File: config.mk
export PLATFORM = sky130hd
export DESIGN_NAME = hpmp_top
export DESIGN_NICKNAME = d
export VERILOG_FILES = /design/src/pkg/hpmp_pkg.sv /design/src/hpmp_top.sv
export SDC_FILE = /design/constraint.sdc
export NUM_CORES = 1
export LEC_CHECK = 0
export ABC_AREA = 1
export BUFFER_PORTS_ARGS = -buffer_cell sky130_fd_sc_hd__clkbuf_2
export CAP_MARGIN = 30
export CORE_ASPECT_RATIO = 0.9
export CORE_MARGIN = 2
export CORE_UTILIZATION = 40
export DETAILED_ROUTE_END_ITERATION = 12
export PLACE_DENSITY_LB_ADDON = 0.12
export SETUP_SLACK_MARGIN = 0.1
export SYNTH_ARGS = -nofsm -noshare
export SYNTH_HDL_FRONTEND = slang
export SYNTH_SLANG_ARGS = --single-unit
export TNS_END_PERCENT = 1
File: constraint.sdc
create_clock -name mclk_i -period 3.6 [get_ports mclk_i]
set_input_delay 0.72 -clock mclk_i [delete_from_list [all_inputs] [get_ports mclk_i]]
set_output_delay 0.72 -clock mclk_i [all_outputs]
set_load 0.03 [all_outputs]
File: src/pkg/hpmp_pkg.sv
// Constants for the host port and modem pin block.
// Assumes a single 10 MHz clock and a synchronous active-high reset.
package hpmp_pkg;
    localparam int unsigned CLK_PERIOD_NS = 100;
    // Register select values inside a port
    localparam logic [2:0] REG_DATA       = 3'h0;
    localparam logic [2:0] REG_MODEM_CTRL = 3'h4;
    localparam logic [2:0] REG_MODEM_STAT = 3'h6;
    localparam logic [2:0] REG_SCRATCH    = 3'h7;
    // Field positions
    localparam int unsigned MCR_DTR_BIT = 0;
    localparam int unsigned MCR_RTS_BIT = 1;
    localparam int unsigned MSR_CTS_BIT = 4;
    // Reset values
    localparam logic [7:0] RST_REG = 8'h00;
    localparam int unsigned NUM_REGS = 8;
    typedef enum logic [1:0] {
        HPMP_SEL_NONE,
        HPMP_SEL_SER0,
        HPMP_SEL_SER1,
        HPMP_SEL_PAR
    } hpmp_sel_t;
endpackage

File: src/hpmp_top.sv
// Host register port with modem handshake pins for two serial channels
// and a parallel port register bank.
// Assumes strobes, selects and modem inputs come from pins in another domain.
`timescale 1ns/1ps

// Behaviour
// - Each channel's terminal-ready output equals bit 0 of its modem control register.
// - Each channel's request-to-send output equals bit 1 of its modem control register.
// - Each channel's modem status bit 4 shows its clear-to-send input.
// - Host data line 0 is the least significant bit of every register.
// - The data lines are driven only while returning read data and released otherwise.
// - The register select lines choose the register inside the selected port.
// - While the write strobe is asserted the data lines are stored once into the chosen register.
// - While the read strobe is asserted the chosen register is placed on the data lines.
// - Serial channel 0 registers are accessed only while its select is asserted.
// - Serial channel 1 registers are accessed only while its select is asserted.
// - Parallel port registers are accessed only while its select is asserted.
module hpmp_top
    import hpmp_pkg::*;
(
    // Clock and reset
    input  wire logic       mclk_i,
    input  wire logic       reset_i,
    // Host bus
    input  wire logic [7:0] host_data_lines_i,
    output logic      [7:0] host_data_lines_o,
    output logic      [7:0] host_data_lines_oe_n_o,
    input  wire logic [2:0] register_select_lines_i,
    input  wire logic       host_write_strobe_i,
    input  wire logic       host_read_strobe_i,
    input  wire logic       serial_channel0_select_i,
    input  wire logic       serial_channel1_select_i,
    input  wire logic       parallel_port_select_i,
    // Modem pins
    input  wire logic [1:0] clear_to_send_i,
    output logic      [1:0] data_terminal_ready_o,
    output logic      [1:0] request_to_send_o
);

    localparam int unsigned NCTL = 5;

    // Three-stage synchronisers; a change counts when stages 2 and 3 agree
    logic [NCTL-1:0] ctl_s1_r;
    logic [NCTL-1:0] ctl_s2_r;
    logic [NCTL-1:0] ctl_s3_r;
    logic [NCTL-1:0] ctl_r;
    logic [1:0]      cts_s1_r;
    logic [1:0]      cts_s2_r;
    logic [1:0]      cts_s3_r;
    logic [1:0]      cts_r;
    logic [2:0]      addr_r;
    logic [7:0]      wdat_r;
    logic [7:0]      ser0_r [NUM_REGS];
    logic [7:0]      ser1_r [NUM_REGS];
    logic [7:0]      par_r  [NUM_REGS];
    logic [7:0]      rdat_r;
    logic            rd_act_r;
    logic            wr_done_r;
    hpmp_sel_t       sel;
    logic            wr_go;
    logic            rd_go;

    always_ff @(posedge mclk_i) begin
        if (reset_i) begin
            ctl_s1_r <= '0;
            ctl_s2_r <= '0;
            ctl_s3_r <= '0;
            ctl_r    <= '0;
            cts_s1_r <= '0;
            cts_s2_r <= '0;
            cts_s3_r <= '0;
            cts_r    <= '0;
        end else begin
            ctl_s1_r <= {parallel_port_select_i, serial_channel1_select_i,
                         serial_channel0_select_i, host_read_strobe_i, host_write_strobe_i};
            ctl_s2_r <= ctl_s1_r;
            ctl_s3_r <= ctl_s2_r;
            for (int i = 0; i < NCTL; i++) begin
                if (ctl_s2_r[i] == ctl_s3_r[i]) begin
                    ctl_r[i] <= ctl_s3_r[i];
                end
            end
            cts_s1_r <= clear_to_send_i;
            cts_s2_r <= cts_s1_r;
            cts_s3_r <= cts_s2_r;
            for (int i = 0; i < 2; i++) begin
                if (cts_s2_r[i] == cts_s3_r[i]) begin
                    cts_r[i] <= cts_s3_r[i];
                end
            end
        end
    end

    // Address and data are registered every cycle without synchronisers; host holds them steady
    always_ff @(posedge mclk_i) begin
        if (reset_i) begin
            addr_r <= '0;
            wdat_r <= '0;
        end else begin
            addr_r <= register_select_lines_i;
            wdat_r <= host_data_lines_i;
        end
    end

    // Exactly one select steers the access; anything else is ignored
    always_comb begin
        unique case (ctl_r[4:2])
            3'b001:  sel = HPMP_SEL_SER0;
            3'b010:  sel = HPMP_SEL_SER1;
            3'b100:  sel = HPMP_SEL_PAR;
            default: sel = HPMP_SEL_NONE;
        endcase
    end

    assign wr_go = ctl_r[0] && !wr_done_r && (sel != HPMP_SEL_NONE);
    assign rd_go = ctl_r[1] && (sel != HPMP_SEL_NONE);

    // One store per strobe assertion, so a long strobe writes the same value once
    always_ff @(posedge mclk_i) begin
        if (reset_i) begin
            wr_done_r <= 1'b0;
        end else begin
            wr_done_r <= ctl_r[0] && (wr_done_r || wr_go);
        end
    end

    always_ff @(posedge mclk_i) begin
        if (reset_i) begin
            for (int i = 0; i < NUM_REGS; i++) begin
                ser0_r[i] <= RST_REG;
                ser1_r[i] <= RST_REG;
                par_r[i]  <= RST_REG;
            end
        end else if (wr_go) begin
            unique case (sel)
                HPMP_SEL_SER0: ser0_r[addr_r] <= wdat_r;
                HPMP_SEL_SER1: ser1_r[addr_r] <= wdat_r;
                HPMP_SEL_PAR:  par_r[addr_r]  <= wdat_r;
                HPMP_SEL_NONE: ;
            endcase
        end
    end

    // Read path; the modem status word carries the live clear-to-send level
    function automatic logic [7:0] ser_read(input logic [7:0] regv, input logic [2:0] a,
                                            input logic cts);
        logic [7:0] v;
        v = regv;
        if (a == REG_MODEM_STAT) begin
            v[MSR_CTS_BIT] = cts;
        end
        return v;
    endfunction

    always_ff @(posedge mclk_i) begin
        if (reset_i) begin
            rdat_r   <= RST_REG;
            rd_act_r <= 1'b0;
        end else begin
            rd_act_r <= rd_go;
            unique case (sel)
                HPMP_SEL_SER0: rdat_r <= ser_read(ser0_r[addr_r], addr_r, cts_r[0]);
                HPMP_SEL_SER1: rdat_r <= ser_read(ser1_r[addr_r], addr_r, cts_r[1]);
                HPMP_SEL_PAR:  rdat_r <= par_r[addr_r];
                HPMP_SEL_NONE: rdat_r <= rdat_r;
            endcase
        end
    end

    assign host_data_lines_o      = rdat_r;
    assign host_data_lines_oe_n_o = {8{!rd_act_r}};
    assign data_terminal_ready_o  = {ser1_r[REG_MODEM_CTRL][MCR_DTR_BIT],
                                     ser0_r[REG_MODEM_CTRL][MCR_DTR_BIT]};
    assign request_to_send_o      = {ser1_r[REG_MODEM_CTRL][MCR_RTS_BIT],
                                     ser0_r[REG_MODEM_CTRL][MCR_RTS_BIT]};

    // Checked against the written byte, not the register bit the pin is wired from
    property p_dtr0;
        @(posedge mclk_i) disable iff (reset_i)
        (wr_go && sel == HPMP_SEL_SER0 && addr_r == REG_MODEM_CTRL)
            |=> data_terminal_ready_o[0] == $past(wdat_r[MCR_DTR_BIT]);
    endproperty
    a_dtr0: assert property (p_dtr0) else $error("dtr0 mismatch");

    property p_rts1;
        @(posedge mclk_i) disable iff (reset_i)
        (wr_go && sel == HPMP_SEL_SER1 && addr_r == REG_MODEM_CTRL)
            |=> request_to_send_o[1] == $past(wdat_r[MCR_RTS_BIT]);
    endproperty
    a_rts1: assert property (p_rts1) else $error("rts1 mismatch");

    property p_cts;
        @(posedge mclk_i) disable iff (reset_i)
        (rd_go && sel == HPMP_SEL_SER0 && addr_r == REG_MODEM_STAT)
            |=> rdat_r[MSR_CTS_BIT] == $past(cts_r[0]);
    endproperty
    a_cts: assert property (p_cts) else $error("cts not in status");

    property p_oe;
        @(posedge mclk_i) disable iff (reset_i)
        !$past(rd_go) |-> host_data_lines_oe_n_o == 8'hff;
    endproperty
    a_oe: assert property (p_oe) else $error("bus driven without read");

    property p_wr;
        @(posedge mclk_i) disable iff (reset_i)
        (wr_go && sel == HPMP_SEL_SER1) |=> ser1_r[$past(addr_r)] == $past(wdat_r);
    endproperty
    a_wr: assert property (p_wr) else $error("write not stored");

    property p_rd;
        @(posedge mclk_i) disable iff (reset_i)
        rd_go |=> !host_data_lines_oe_n_o[0];
    endproperty
    a_rd: assert property (p_rd) else $error("read not driven");

    property p_nosel;
        @(posedge mclk_i) disable iff (reset_i)
        (sel == HPMP_SEL_NONE) |=> $stable(par_r[0]) && $stable(ser0_r[4]) && !rd_act_r;
    endproperty
    a_nosel: assert property (p_nosel) else $error("access without select");

    property p_par;
        @(posedge mclk_i) disable iff (reset_i)
        (sel != HPMP_SEL_PAR) |=> $stable(par_r[7]);
    endproperty
    a_par: assert property (p_par) else $error("parallel reg changed unselected");

endmodule

==> reports/metrics.cfg <==
[setup_path]
worstPathArrival_ns=3.22
critPathTopFamily=simple AND/OR/NAND/NOR gates
critical_path_depth=9
critPathMaxStageDelay_ns=0.66
critPathSlowestCell=o21ai_0
crit_fanout=22
cp.buffers_inverters=4
criticalPathCategory=reg2reg
worst-endpoint-required_ns=3.86
path_cells=inv_2 > nor3_4 > inv_1 > nand2_2 > nor2_2 > inv_6 > nand4_4 > o21ai_0 > buf_4
r2r.worst_path.cells=9
startpoint_type=register
endpoint_kind=register

[placed_design]
dp_hpwl_mm=22.2
place.gp.congestion=0.827
io_buffers=39

[logic_synthesis]
synth_top_cell_area_share_pct=47.4
synth.area.top_cells=edfxtp_1 47%, nor3_2 16%, dfxtp_1 8.1%
ys_seq_elements=239
synth_edf_count=190
synth_area_mm2=0.0120
syn_nets=1229
synthDistinctLibCells=29
ys.flop_type=edfxtp_1
netlist_top_cells_count=259 x nand2_1, 190 x edfxtp_1, 190 x nor3_2, 140 x nor2_1, 135 x inv_1
ys_seq_area_share_pct=55.5
yosys_warnings=0
synthArstFlopShare_pct=0
synth.most_common_cell=nand2_1
avgSynthCellArea_um2=9.97
synth_cells=1209
yosys.area.top_type=edfxtp_1

[grt]
grt_busiest_layer=met2
use_met1_pct=31.9
use_met2_pct=33.5
grt_usage_pct=21.7
grt_pass1_wl_mm=51.5
grt_pass1_vias=8199
grt_antenna_before_repair=0
grt_max_degree=42
grt_use_met3_pct=3.92
grt-ovfl-total=0

[timing]
grt_setup_unrepaired=no
report.final.slew_viol_count=0
min_period_over_period_pct=82.2
max_freq_ghz=0.338
finalSetupViolCount=0
fin_setup_tns_ns=0
timing.final.crit_period_ns=2.96
slew_headroom_pct=35.9
hold_violations=0
clock_skew_ns=0.00851
tightest_slew_ns=0.960

[power]
p_leak_nw=5.17
ir_drop_mv=0.329
power_density_mw_per_mm2=475

[floorplan]
die_y_um=169
row_count=60
fp.dieW_um=187
boundaryPins=40
start_util_pct=40.4
core_area_mm2=0.0298
dieArea_mm2=0.0315

[cells_and_area]
fin_nets=1263
syn_to_final_growth_pct=13.3
n_antenna_cell=0
post-route-util_pct=45.8
drive_gt1_share_pct=28.7

[clocking]
cts-resized-gates=0
clk_latency_ns=0.55
clock-root-buffer=clkbuf_16
clk_pin_slew_ns=0.06
numClockSinks=239
cts_tree=done
cts_hold_buf=0
htreeDepth=1
clockBufferDepth=3
cts_buffers=28
cts_setup_buffers=0

[drt]
vias=8273
via_per_inst=4.96
firstDrtPassIters=5
route.detailed.drc=0
wl_mm=33.6
drtIter0Drc=720
ant_nets=0
post_drt_wl_per_cell_um=20.1

[job]
cap_violations=0

[outcome]
status=finished, final reports clean

[worst_hold_path]
holdPathStages=3
hp-class=in2reg

[cell type report]
cell class                 count  area (µm²)
clock buffer                  43         925
clock inverter                 9        46.3
fill                        2862       16200
inverter                     140         531
multi-input combinational    726        4210
sequential                   239        6690
tap                          403         504
timing repair buffer         108         746
[metrics by stage]
step | instance area (µm²) | hold WS (ns) | total power (W) | instances | setup slack, ns
after floorplan | 12000 | 0.388 | 0.00342 | 1209 | 1.11
after global placement | 12700 | 0.391 | 0.00362 | 1615 | 0.875
after detailed placement | 12700 | 0.393 | 0.00362 | 1616 | 0.717
after CTS | 13700 | 0.337 | 0.00654 | 1668 | 0.703
after global routing | 13700 | 0.348 | 0.00668 | 1668 | 0.527
final | 13700 | 0.358 | 0.00648 | 1668 | 0.641
[registers in the layout, indices dropped and copies added (netlist names)]
| name | count |
|---|---|
| ctl_r | 5 |
| cts_s2_r | 2 |
| par_r | 64 |
| ctl_s2_r | 5 |
| cts_s3_r | 2 |
| ser0_r | 63 |
| ctl_s3_r | 5 |
| addr_r | 3 |
| cts_r | 2 |
| wr_done_r | 1 |
| cts_s1_r | 2 |
| ser1_r | 63 |
| rd_act_r | 1 |
| host_data_lines_o | 8 |
| wdat_r | 8 |
| ctl_s1_r | 5 |
[power breakdown]
part | internal [W] | switching (W)
Combinational | 0.000111 | 0.000363
Clock | 0.00177 | 0.00115
Sequential | 0.00306 | 0.0000323
[final timing paths]
path,startpoint,end,slack [ns]
worst max-delay path,ctl_r[3]$_SDFFE_PP0N_,par_r[7][1]$_SDFFCE_PN0P_,0.64
worst min-delay path,host_data_lines_i[5],wdat_r[5]$_SDFF_PP0_,0.36
worst max register to register,ctl_r[3]$_SDFFE_PP0N_,par_r[7][1]$_SDFFCE_PN0P_,0.64
worst min register to register,cts_s1_r[1]$_SDFF_PP0_,cts_s2_r[1]$_SDFF_PP0_,0.40
[routing by layer]
layer | vias up | share of wire [%]
met3 | 46 | 6.4
li1 | 4018 | -
met4 | 0 | 1.9
met1 | 3980 | 47
met5 | - | 0
met2 | 229 | 44
[worst min-delay path: stages]
cell	delay (ns)
clkbuf_2	0.08
inv_1	0.04
nor2_1	0.03
[cells in the final DEF (no fill, tap or decap), types with 4 or more instances in the layout]
cell / count
dfxtp_1: 48
buf_4: 67
o21ai_1: 17
edfxtp_1: 190
inv_1: 134
o21ai_0: 31
nand3_1: 44
clkbuf_8: 6
nor2_1: 140
clkbuf_16: 33
inv_2: 5
a21oi_1: 14
clkinv_2: 8
a211oi_1: 4
clkbuf_2: 40
nand2_1: 259
nand3b_1: 11
nor3_2: 190
[cell families after synthesis]
family	count (synthesis)	synth area share (%)
simple gates	656	31.9
buf+inv	244	9.53
flops	239	55.5
compound gates	70	3.08
Note: power is estimated with default switching activity, not from simulation.
